### src/verilog/clamp_agc_defs.vh
// register offsets, field positions and reset values for the clamp and
// gain control registers
// assumes: included by bare name from files under verilog/
`ifndef CLAMP_AGC_DEFS_VH
`define CLAMP_AGC_DEFS_VH
`define ADDR_INPUT_SYNC_CONFIG   5'h03
`define ADDR_GAIN_WORD_LOW_REG   5'h04
`define ADDR_GAIN_WORD_HIGH_CTRL 5'h05
`define ADDR_BLACK_LEVEL_REG     5'h06
`define ADDR_CLAMP_TIMING_REG    5'h07
`define ADDR_FINE_CLAMP_CTRL     5'h08
`define ADDR_COARSE_CLAMP_CTRL   5'h09
`define BIT_CLAMP_CURRENT_HALF   0
`define BIT_DIFFERENTIAL_IN_SEL  1
`define BIT_SAMPLE_HOLD_GAIN_SEL 2
`define BIT_VOLTAGE_CLAMP_EN     3
`define BIT_OUTPUT_TRISTATE      4
`define BIT_SYNC_POLARITY_SEL    5
`define BIT_GAIN_WAIT_FOR_SYNC   4
`define BIT_CLAMP_WAIT_FOR_SYNC  6
`define MASK_INPUT_SYNC_CONFIG   8'h3F
`define MASK_GAIN_WORD_HIGH      8'h1F
`define MASK_BLACK_LEVEL         8'h7F
`define MASK_CLAMP_TIMING        8'h7F
`define MASK_CLAMP_CTRL          8'h3F
`define RESET_REG                8'h00
`define BLACK_LEVEL_SHIFT        4
`define GAIN_FRAC_BITS           8
`endif

### src/verilog/clamp_agc_control_regs.v
// register bank, sync detect, clamp sequencing and gain datapath for the
// video front end
// assumes: host bus decoded to a byte-wide write/read port, one clock
`timescale 1ns/1ps
`default_nettype none
`include "clamp_agc_defs.vh"
// Contract
// - halving bit halves all clamp currents
// - differential bit selects differential inputs
// - gain select picks one or two
// - voltage clamp enable activates voltage clamps
// - tristate bit floats digital outputs
// - polarity bit sets active sync level
// - gain word twelve bits, split low/high
// - gain waits for sync when asked
// - subtract black, multiply, add black back
// - black level field times sixteen
// - fine on-time code gives 2 to 256
// - coarse on-time uses same encoding
// - wait bit delays clamps until sync
// - direction acts only while clamp on
// - fine on bit triggers exact on-time
// - on-time counted after sync when enabled
// - on bits edge detected, clear first
// - coarse clamps have direction and on bits
// - sync input edge detected with polarity
module clamp_agc_control_regs #(
	parameter SAMPLE_W = 10,
	parameter GAIN_W   = 12
) (
	input  wire                I_CLK,
	input  wire                I_RESET,
	input  wire [4:0]          I_ADDR,
	input  wire [7:0]          I_WDATA,
	input  wire                I_WRITE,
	input  wire                I_READ,
	input  wire                I_SYNC_IN,
	input  wire [SAMPLE_W-1:0] I_SAMPLE,
	input  wire                I_SAMPLE_VALID,
	output reg  [7:0]          O_RDATA,
	output reg                 O_RVALID,
	output reg                 O_CLAMP_CURRENT_HALF,
	output reg                 O_DIFFERENTIAL_INPUT_SEL,
	output reg                 O_SAMPLE_HOLD_GAIN_SEL,
	output reg                 O_VOLTAGE_CLAMP_EN,
	output reg                 O_OUTPUT_TRISTATE_N,
	output reg                 O_GAIN_ACTIVE,
	output reg  [SAMPLE_W-1:0] O_SAMPLE,
	output reg                 O_SAMPLE_VALID,
	output reg  [2:0]          O_FINE_DRIVE,
	output reg  [2:0]          O_FINE_DIR,
	output reg  [2:0]          O_COARSE_DRIVE,
	output reg  [2:0]          O_COARSE_DIR
);
	reg  [7:0] input_sync_config;
	reg  [7:0] gain_word_low_reg;
	reg  [7:0] gain_word_high_ctrl;
	reg  [7:0] black_level_reg;
	reg  [7:0] clamp_timing_reg;
	reg  [7:0] fine_clamp_ctrl;
	reg  [7:0] coarse_clamp_ctrl;
	reg        sync_last;
	reg        gain_armed;
	reg  [7:0] next_rdata;
	wire       sync_level;
	wire       sync_pulse;
	wire [GAIN_W-1:0] gain_word;
	// seven-bit field times sixteen needs one bit more than a sample
	wire [6+`BLACK_LEVEL_SHIFT:0] black;
	wire [2:0] fine_drive;
	wire [2:0] fine_dir;
	wire [2:0] coarse_drive;
	wire [2:0] coarse_dir;

	// clip to the sample range
	function [SAMPLE_W-1:0] sat;
		input signed [SAMPLE_W+GAIN_W+1:0] v;
		begin
			if (v < 0)
				sat = {SAMPLE_W{1'b0}};
			else if (v > $signed({1'b0, {SAMPLE_W{1'b1}}}))
				sat = {SAMPLE_W{1'b1}};
			else
				sat = v[SAMPLE_W-1:0];
		end
	endfunction

	// reserved bits are masked off; the host is expected to write zero
	always @(posedge I_CLK) begin
		if (I_RESET) begin
			input_sync_config   <= `RESET_REG;
			gain_word_low_reg   <= `RESET_REG;
			gain_word_high_ctrl <= `RESET_REG;
			black_level_reg     <= `RESET_REG;
			clamp_timing_reg    <= `RESET_REG;
			fine_clamp_ctrl     <= `RESET_REG;
			coarse_clamp_ctrl   <= `RESET_REG;
		end else if (I_WRITE) begin
			case (I_ADDR)
			`ADDR_INPUT_SYNC_CONFIG: input_sync_config <= I_WDATA & `MASK_INPUT_SYNC_CONFIG;
			`ADDR_GAIN_WORD_LOW_REG: gain_word_low_reg <= I_WDATA;
			`ADDR_GAIN_WORD_HIGH_CTRL: gain_word_high_ctrl <= I_WDATA & `MASK_GAIN_WORD_HIGH;
			`ADDR_BLACK_LEVEL_REG: black_level_reg <= I_WDATA & `MASK_BLACK_LEVEL;
			`ADDR_CLAMP_TIMING_REG: clamp_timing_reg <= I_WDATA & `MASK_CLAMP_TIMING;
			`ADDR_FINE_CLAMP_CTRL: fine_clamp_ctrl <= I_WDATA & `MASK_CLAMP_CTRL;
			`ADDR_COARSE_CLAMP_CTRL: coarse_clamp_ctrl <= I_WDATA & `MASK_CLAMP_CTRL;
			default: ;
			endcase
		end
	end

	// read mux; unmapped offsets read as zero
	always @* begin
		next_rdata = 8'h00;
		case (I_ADDR)
		`ADDR_INPUT_SYNC_CONFIG:   next_rdata = input_sync_config;
		`ADDR_GAIN_WORD_LOW_REG:   next_rdata = gain_word_low_reg;
		`ADDR_GAIN_WORD_HIGH_CTRL: next_rdata = gain_word_high_ctrl;
		`ADDR_BLACK_LEVEL_REG:     next_rdata = black_level_reg;
		`ADDR_CLAMP_TIMING_REG:    next_rdata = clamp_timing_reg;
		`ADDR_FINE_CLAMP_CTRL:     next_rdata = fine_clamp_ctrl;
		`ADDR_COARSE_CLAMP_CTRL:   next_rdata = coarse_clamp_ctrl;
		default:                   next_rdata = 8'h00;
		endcase
	end

	always @(posedge I_CLK) begin
		if (I_RESET) begin
			O_RDATA  <= 8'h00;
			O_RVALID <= 1'b0;
		end else begin
			O_RVALID <= I_READ;
			if (I_READ)
				O_RDATA <= next_rdata;
		end
	end

	// sync normalised to active high, then leading edge detected
	assign sync_level = I_SYNC_IN ~^ input_sync_config[`BIT_SYNC_POLARITY_SEL];
	assign sync_pulse = sync_level & ~sync_last;

	always @(posedge I_CLK) begin
		if (I_RESET)
			sync_last <= 1'b0;
		else
			sync_last <= sync_level;
	end

	// static mode controls go straight out of flip-flops
	always @(posedge I_CLK) begin
		if (I_RESET) begin
			O_CLAMP_CURRENT_HALF     <= 1'b0;
			O_DIFFERENTIAL_INPUT_SEL <= 1'b0;
			O_SAMPLE_HOLD_GAIN_SEL   <= 1'b0;
			O_VOLTAGE_CLAMP_EN       <= 1'b0;
			O_OUTPUT_TRISTATE_N      <= 1'b1;
		end else begin
			O_CLAMP_CURRENT_HALF     <= input_sync_config[`BIT_CLAMP_CURRENT_HALF];
			O_DIFFERENTIAL_INPUT_SEL <= input_sync_config[`BIT_DIFFERENTIAL_IN_SEL];
			O_SAMPLE_HOLD_GAIN_SEL   <= input_sync_config[`BIT_SAMPLE_HOLD_GAIN_SEL];
			O_VOLTAGE_CLAMP_EN       <= input_sync_config[`BIT_VOLTAGE_CLAMP_EN];
			// low means the pins float
			O_OUTPUT_TRISTATE_N      <= ~input_sync_config[`BIT_OUTPUT_TRISTATE];
		end
	end

	assign gain_word = {gain_word_high_ctrl[3:0], gain_word_low_reg};
	assign black = {black_level_reg[6:0], {`BLACK_LEVEL_SHIFT{1'b0}}};

	// gain turns on at once, or at next sync when waiting is asked for;
	// clearing the wait bit while armed switches gain on right away
	always @(posedge I_CLK) begin
		if (I_RESET) begin
			O_GAIN_ACTIVE <= 1'b0;
			gain_armed    <= 1'b0;
		end else begin
			if (I_WRITE && I_ADDR == `ADDR_GAIN_WORD_HIGH_CTRL &&
			    I_WDATA[`BIT_GAIN_WAIT_FOR_SYNC]) begin
				O_GAIN_ACTIVE <= 1'b0;
				gain_armed    <= 1'b1;
			end else if (!gain_word_high_ctrl[`BIT_GAIN_WAIT_FOR_SYNC]) begin
				O_GAIN_ACTIVE <= 1'b1;
				gain_armed    <= 1'b0;
			end else if (gain_armed && sync_pulse) begin
				O_GAIN_ACTIVE <= 1'b1;
				gain_armed    <= 1'b0;
			end
		end
	end

	// gain is 4.8 fixed point; bypassed while gain is inactive
	always @(posedge I_CLK) begin
		if (I_RESET) begin
			O_SAMPLE       <= {SAMPLE_W{1'b0}};
			O_SAMPLE_VALID <= 1'b0;
		end else begin
			O_SAMPLE_VALID <= I_SAMPLE_VALID;
			if (I_SAMPLE_VALID) begin
				if (O_GAIN_ACTIVE)
					O_SAMPLE <= sat(((($signed({2'b00, I_SAMPLE}) -
						$signed({1'b0, black})) * $signed({1'b0, gain_word}))
						>>> `GAIN_FRAC_BITS) + $signed({1'b0, black}));
				else
					O_SAMPLE <= I_SAMPLE;
			end
		end
	end

	// one timer per clamp; fine share one code, coarse another
	genvar k;
	generate
		for (k = 0; k < 3; k = k + 1) begin : g_clamp
			clamp_timer #(.CW(9)) u_fine (
				.i_clk        (I_CLK),
				.i_reset      (I_RESET),
				.i_on_bit     (fine_clamp_ctrl[2*k+1]),
				.i_dir_bit    (fine_clamp_ctrl[2*k]),
				.i_wait_sync  (clamp_timing_reg[`BIT_CLAMP_WAIT_FOR_SYNC]),
				.i_sync_pulse (sync_pulse),
				.i_on_code    (clamp_timing_reg[2:0]),
				.o_drive      (fine_drive[k]),
				.o_dir        (fine_dir[k])
			);
			clamp_timer #(.CW(9)) u_coarse (
				.i_clk        (I_CLK),
				.i_reset      (I_RESET),
				.i_on_bit     (coarse_clamp_ctrl[2*k+1]),
				.i_dir_bit    (coarse_clamp_ctrl[2*k]),
				.i_wait_sync  (clamp_timing_reg[`BIT_CLAMP_WAIT_FOR_SYNC]),
				.i_sync_pulse (sync_pulse),
				.i_on_code    (clamp_timing_reg[5:3]),
				.o_drive      (coarse_drive[k]),
				.o_dir        (coarse_dir[k])
			);
		end
	endgenerate

	// retimed so every top output leaves a flip-flop of this module;
	// costs one cycle of latency on the clamp pins
	always @(posedge I_CLK) begin
		if (I_RESET) begin
			O_FINE_DRIVE   <= 3'h0;
			O_FINE_DIR     <= 3'h0;
			O_COARSE_DRIVE <= 3'h0;
			O_COARSE_DIR   <= 3'h0;
		end else begin
			O_FINE_DRIVE   <= fine_drive;
			O_FINE_DIR     <= fine_dir;
			O_COARSE_DRIVE <= coarse_drive;
			O_COARSE_DIR   <= coarse_dir;
		end
	end
endmodule // clamp_agc_control_regs
`default_nettype wire

### src/verilog/clamp_timer.v
// one clamp on-time counter with rising-edge trigger on its on bit
// assumes: on bit and sync pulse are synchronous to the sample clock
`timescale 1ns/1ps
`default_nettype none
module clamp_timer #(
	parameter CW = 9
) (
	input  wire          i_clk,
	input  wire          i_reset,
	input  wire          i_on_bit,
	input  wire          i_dir_bit,
	input  wire          i_wait_sync,
	input  wire          i_sync_pulse,
	input  wire [2:0]    i_on_code,
	output reg           o_drive,
	output reg           o_dir
);
	reg          on_last;
	reg          armed;
	reg [CW-1:0] count;
	wire         rise;
	wire         start;

	// cycles for a code: 2 shifted left by the code, 2 to 256
	function [CW-1:0] on_cycles;
		input [2:0] code;
		begin
			on_cycles = {{(CW-2){1'b0}}, 2'b10} << code;
		end
	endfunction

	assign rise  = i_on_bit & ~on_last;
	// armed trigger waits for sync only while waiting is asked for
	assign start = (armed | rise) & (~i_wait_sync | i_sync_pulse);

	// counter drops the drive exactly after the programmed count
	always @(posedge i_clk) begin
		if (i_reset) begin
			on_last <= 1'b0;
			armed   <= 1'b0;
			count   <= {CW{1'b0}};
			o_drive <= 1'b0;
			o_dir   <= 1'b0;
		end else begin
			on_last <= i_on_bit;
			if (start) begin
				armed   <= 1'b0;
				count   <= on_cycles(i_on_code) - {{(CW-1){1'b0}}, 1'b1};
				o_drive <= 1'b1;
			end else begin
				if (rise)
					armed <= 1'b1;
				if (count != {CW{1'b0}})
					count <= count - {{(CW-1){1'b0}}, 1'b1};
				else
					o_drive <= 1'b0;
			end
			// direction only acts while the clamp is on
			o_dir <= (start | (o_drive & count != {CW{1'b0}})) & i_dir_bit;
		end
	end
endmodule // clamp_timer
`default_nettype wire

### config.mk
export PLATFORM = sky130hd
export DESIGN_NAME = clamp_agc_control_regs
export DESIGN_NICKNAME = d
export VERILOG_FILES = /design/src/verilog/clamp_agc_control_regs.v /design/src/verilog/clamp_timer.v
export VERILOG_INCLUDE_DIRS = /design/src /design/src/verilog
export SDC_FILE = /design/constraint.sdc
export NUM_CORES = 1
export LEC_CHECK = 0
export BUFFER_PORTS_ARGS = -buffer_cell sky130_fd_sc_hd__buf_2
export CAP_MARGIN = 40
export CORE_UTILIZATION = 42
export DETAILED_ROUTE_END_ITERATION = 10
export GPL_ROUTABILITY_DRIVEN = 0
export HOLD_SLACK_MARGIN = 0.06
export SLEW_MARGIN = 20
export SYNTH_ARGS = -nofsm -noshare
export SYNTH_HDL_FRONTEND = slang
export SYNTH_SLANG_ARGS = --single-unit
### constraint.sdc
create_clock -name I_CLK -period 12.3 [get_ports I_CLK]
set_input_delay 1.23 -clock I_CLK [delete_from_list [all_inputs] [get_ports I_CLK]]
set_output_delay 1.23 -clock I_CLK [all_outputs]
set_load 0.01 [all_outputs]
* Word-level counts from Yosys, hierarchy flattened
Cells that the tools add are included.
** Storage, ports and cells
- Register bits :: 163
- Input bits :: 29
- Output and inout port bits :: 38
- Logic and storage cells :: 193
** Operators by class
- $add $sub $neg :: 10
- Multipliers :: 1
- $lt $le $gt $ge :: 2
- Equality and inequality tests :: 15
- Shift operators :: 2
- Muxes and demuxes :: 33
- Bitwise gates (word level) :: 48
- Reduce and logical (&&, ||, !) cells :: 29
** Operators by type and width (number)
- $mux W9 :: 12
- $sub A9 B1 Y9 const B :: 8
- $pmux W8 S7 :: 1
- $reduce_bool A9 Y1 :: 6
- $mux W10 :: 3
- $and A1 B1 Y1 :: 25
- $mul A12 B13 Y24 :: 1
- $eq A5 B3 Y1 const B :: 4
- $shl A2 B3 Y9 const A :: 2
- $add A16 B12 Y17 :: 1
- $gt A17 B11 Y1 const B :: 1
- $lt A17 B1 Y1 const B :: 1
- $mux W1 :: 17
- $ne A2 B1 Y1 const B :: 7
- $reduce_and A2 Y1 :: 7
- $reduce_or A2 Y1 :: 7
- $or A1 B1 Y1 :: 13
- $reduce_bool A2 Y1 :: 6
- $sub A10 B11 Y12 :: 1
- $eq A5 B4 Y1 const B :: 2
- $not A1 Y1 :: 9
- $eq A5 B2 Y1 const B :: 1
- $logic_and A1 B1 Y1 :: 3
- $ne A3 B1 Y1 const B :: 1
- $xnor A1 B1 Y1 :: 1

* Longest topological paths before layout
- Word-level depth :: 7
- Mapped depth :: 38
- Depth with buffers taken out :: 38

* Cells and area by module
Synthesis repeated with hierarchy kept, for this count alone.
** Second synthesis, totals
- Cell total of the unflattened synthesis :: 1377
- Area, all modules :: 12333.1 sq um
** By module, submodules not included
- clamp_agc_control_regs :: times used 1, cells an instance 1010, area each 8777.2 sq um, seq. area each 1701.6 sq um
- clamp_timer at g_clamp[0].u_coarse ... :: times used 5, cells an instance 58, area each 574.3 sq um, seq. area each 260.2 sq um
- clamp_timer at g_clamp[2].u_fine :: times used 1, cells an instance 77, area each 684.4 sq um, seq. area each 260.2 sq um

* Worst setup path before layout
No wires, ideal clock.
- Path kind :: in2reg
- Start :: input I_SAMPLE[4]
- End :: register O_SAMPLE[9]
- Setup time :: 129 ps
- Data arrival time :: 9139 ps
- Required time :: 12171 ps
- Slack :: 3032 ps
- Stages :: 36
- Path buffers :: 1
- Cell sequence :: inv_1 > ha_1 > inv_1 > fa_1 > a21o_1 > a21oi_1 > nor2b_1 > o21ai_0 > nand2_1 > xnor2_1 > clkbuf_1 > nand2_1 > fa_1 > fa_1 > inv_1 > fa_1 > fa_1 > inv_1 > fa_1 > inv_1 > ha_1 > a22o_1 > o41a_4 > a21o_1 > a21oi_1 > nor2b_1 > nor2_1 > xnor2_1 > ha_1 > a21o_1 > nor4b_1 > or3b_1 > mux2i_1 > nor3_4 > nor4b_4 > a31oi_1
** Between the ends
- Cells in the longest elaborated chain, start to end :: 7
- Elaborated cells between the ends (all ways) :: 8
- Those cells by class :: add/sub (2); mul (1); order compare (2); mux (3)
** RTL lines
- from (decl) :: line clamp_agc_control_regs.v:38 : input wire [SAMPLE_W-1:0] I_SAMPLE,
- $sub A10 B11 Y12 (*) :: line clamp_agc_control_regs.v:200 : O_SAMPLE <= sat(((($signed({2'b00, I_SAMPLE}) -
- $mul A12 B13 Y24 (*) :: line clamp_agc_control_regs.v:201 : $signed({1'b0, black})) * $signed({1'b0, gain_word}))
- $add A16 B12 Y17 (*) :: line clamp_agc_control_regs.v:200
- $gt A17 B11 Y1 :: line clamp_agc_control_regs.v:81 : else if (v > $signed({1'b0, {SAMPLE_W{1'b1}}}))
- $mux W10 :: line clamp_agc_control_regs.v:81
- $mux W10 (*) :: line clamp_agc_control_regs.v:79 : if (v < 0)
- $mux W10 (*) :: line clamp_agc_control_regs.v:199 : if (O_GAIN_ACTIVE)
- to (signal assigned) :: line clamp_agc_control_regs.v:194 : O_SAMPLE <= {SAMPLE_W{1'b0}};
- to (signal assigned) :: line clamp_agc_control_regs.v:200
- to (decl) :: line clamp_agc_control_regs.v:48 : output reg [SAMPLE_W-1:0] O_SAMPLE,
Mark *: on every way between the ends. The rest lies on a longest branch, timed or not.
A chain may end at the register's enable or synchronous reset.

* Worst setup path in the final report
- Start :: input I_SAMPLE[4]
- End :: register O_SAMPLE[0]
The elaborated chain is that of the path after synthesis.

==> metrics.csv <==
metric,value,unit
cp_top_family,adder cells,
fin_crit,9.501,ns
nets,1661,
synth_edf_count,0,
timing.hold.ws,0.4280,ns
antenna_found_initial,2,
rsz0062_at_grt,no,
grt_pass1_vias,9395,
pin_count,67,
hp-class,register to register,
crit_required,12.60,ns
maxCapViolations,0,
path_class,input port to register,
grt_max_degree,68,
power-per-cell-area,126.0,nW/um^2
finClkSkew,0.01120,ns
h-tree-depth,4,
synthCells,1402,
cp.arrival,9.80,ns
synth_top_flop_cell,dfxtp_1,
async_flop_share,0,%
initial_core_util,42.71,%
ys_warn_count,0,
clk_pin_slew,0.07,ns
clk_path_buf_depth,2,
place_hpwl,23470,microns
cts_root_buf,clkbuf_16,
postSynthAreaPerCell,8.768,sq um
fmax,0.1053,GHz
wirelength,30670,microns
worst_setup_path_start_kind,input port,
cp_max_fo,6,
cts_setup_buffers,0,
via_per_inst,5.275,
reg_top3,"g_clamp.u_coarse.count x27, g_clamp.u_fine.count x27, O_SAMPLE x10",
slew_headroom,46.51,%
finalSetupViolations,0,
status,"complete, no violations",
drc,0,
port-buffer-count,66,
yosysMostFrequentCell,inv_1,
syn-cell-area,12290,sq um
power,1712,uW
final_cell_area,13590,sq um
placementRows,62,
postPlaceCellArea,12970,sq um
numCtsBuffers,17,
critical-path-max-stage-delay,0.54,ns
post_cts_resized,0,
cp.depth,35,
p_leak,0.006198,uW
firstDrtPassIters,5,
fp.dieArea,29960,sq um
holdPathStages,1,
ys_seq_elements,163,
placeableCoreArea,28780,sq um
routedWlPerCell,16.68,microns
grt_pass1_wl,50030,microns
ir_drop,0.1063,mV
critical_path_buf_inv_count,5,
synth.distinct_cells,76,
grt_remaining_overflow,0,
rr_worst_depth,33,
cts.sinks,163,
drt.antenna.violating_nets,0,
tns,0,ns
dr.first_iter.drc_count,605,
synth_area_leaders,"dfxtp_1 27%, fa_1 16%, ha_1 9.1%",
syn2layout_area_growth,10.53,%
clk_latency,0.43,ns
grt_usage,21.07,%
yosysTopAreaCell,dfxtp_1,
syn_nets,1621,
fillerInstances,2771,
ys_seq_area_share,26.54,%
synth_commonest_cells,"168 x inv_1, 164 x nor2_1, 163 x dfxtp_1, 135 x nand2_1, 101 x fa_1",
cts_hold_buf,0,
vias,9700,
drive_gt1_share,11.55,%
period_share,77.24,%
cpMostUsedCell,fa_1,
cts_tree,built,
hold_viol,0,
slew_viol_final,0,
yosysTopAreaCellShare,26.54,%
end_kind,register,
tightest_slew,0.7962,ns
crit_slowest_cell,fa_1,
dieWidth,173.1,microns
die_y,173.1,microns
insertedDiodeCount,0,
-- metal layers --
layer,vias up,global-route usage [%],wire (microns)
met5,-,0,8
met4,2,5.015,443
met3,38,3.364,1295
met2,203,33.47,14080
met1,4729,29.92,14840
li1,4728,-,-
-- path summary, 6_finish.rpt --
check / start / end / slack [ns]
worst min register to register: input_sync_config[4] / O_OUTPUT_TRISTATE_N / 0.43
worst min-delay path: input_sync_config[4] / O_OUTPUT_TRISTATE_N / 0.43
worst max-delay path: I_SAMPLE[4] / O_SAMPLE[0] / 2.80
worst max register to register: black_level_reg[0] / O_SAMPLE[0] / 3.29
-- cell usage in the layout (no fill, tap or decap), types with 6 or more instances in the layout --
cell type	n
mux2_2	9
dfxtp_1	163
or2_2	13
xor2_1	28
buf_4	14
nor2_1	164
nor2b_1	35
xnor2_1	22
a222oi_1	6
a21oi_1	85
or3_1	12
a31oi_1	9
o21ai_0	20
ha_1	89
a21o_1	11
mux2i_1	36
nor3_1	34
and2_1	42
nand2b_1	11
clkbuf_16	17
nand2_1	135
nand3_1	18
buf_2	67
inv_1	168
a211oi_1	38
fa_1	101
-- cells by family after synthesis --
family | after synthesis | synth area share, %
compound gates | 214 | 12.37
xor+xnor | 53 | 3.990
fa+ha+maj | 190 | 25.51
buf+inv | 229 | 7.002
flops | 163 | 26.54
mux | 51 | 4.763
simple gates | 502 | 19.83
-- stage by stage --
step | setup WS, ns | cells | utilization [%]
after floorplan | 3.032 | 1402 | -
after global placement | 2.167 | 1795 | 44.85
after detailed placement | 1.859 | 1802 | 45.06
after CTS | 2.302 | 1834 | 47.10
after global routing | 2.291 | 1839 | 47.21
final | 2.799 | 1839 | 47.21
-- cell type report --
type,count,area [sq um],share of cell area (%)
clock inverters,15,161.4,1.188
flip-flops and latches,163,3263,24.01
inverters,169,634.4,4.669
multi-input cells,1010,8183,60.22
well taps,384,480.5,3.536
repair buffers,81,440.4,3.241
clock buffers,17,425.4,3.131
-- where the power goes --
part / leakage [uW] / internal [uW] / switching (uW)
Sequential: 0.00133 / 590 / 51.6
Clock: 0.000286 / 273 / 255
Combinational: 0.00458 / 230 / 313
-- worst register-to-register path, delay by kind of cell (launching register included) --
kind                     cells  cell delay (ns)
buffers and inverters        3             0.14
AND/OR/NAND/NOR              9             1.61
adder cells (fa/ha/maj)      9             3.86
XOR/XNOR                     2             0.45
multiplexers                 1             0.27
flip-flops                   1             0.45
AO/OA/AOI/OAI                9             2.10
No activity file was read; power rests on OpenSTA's default activity.
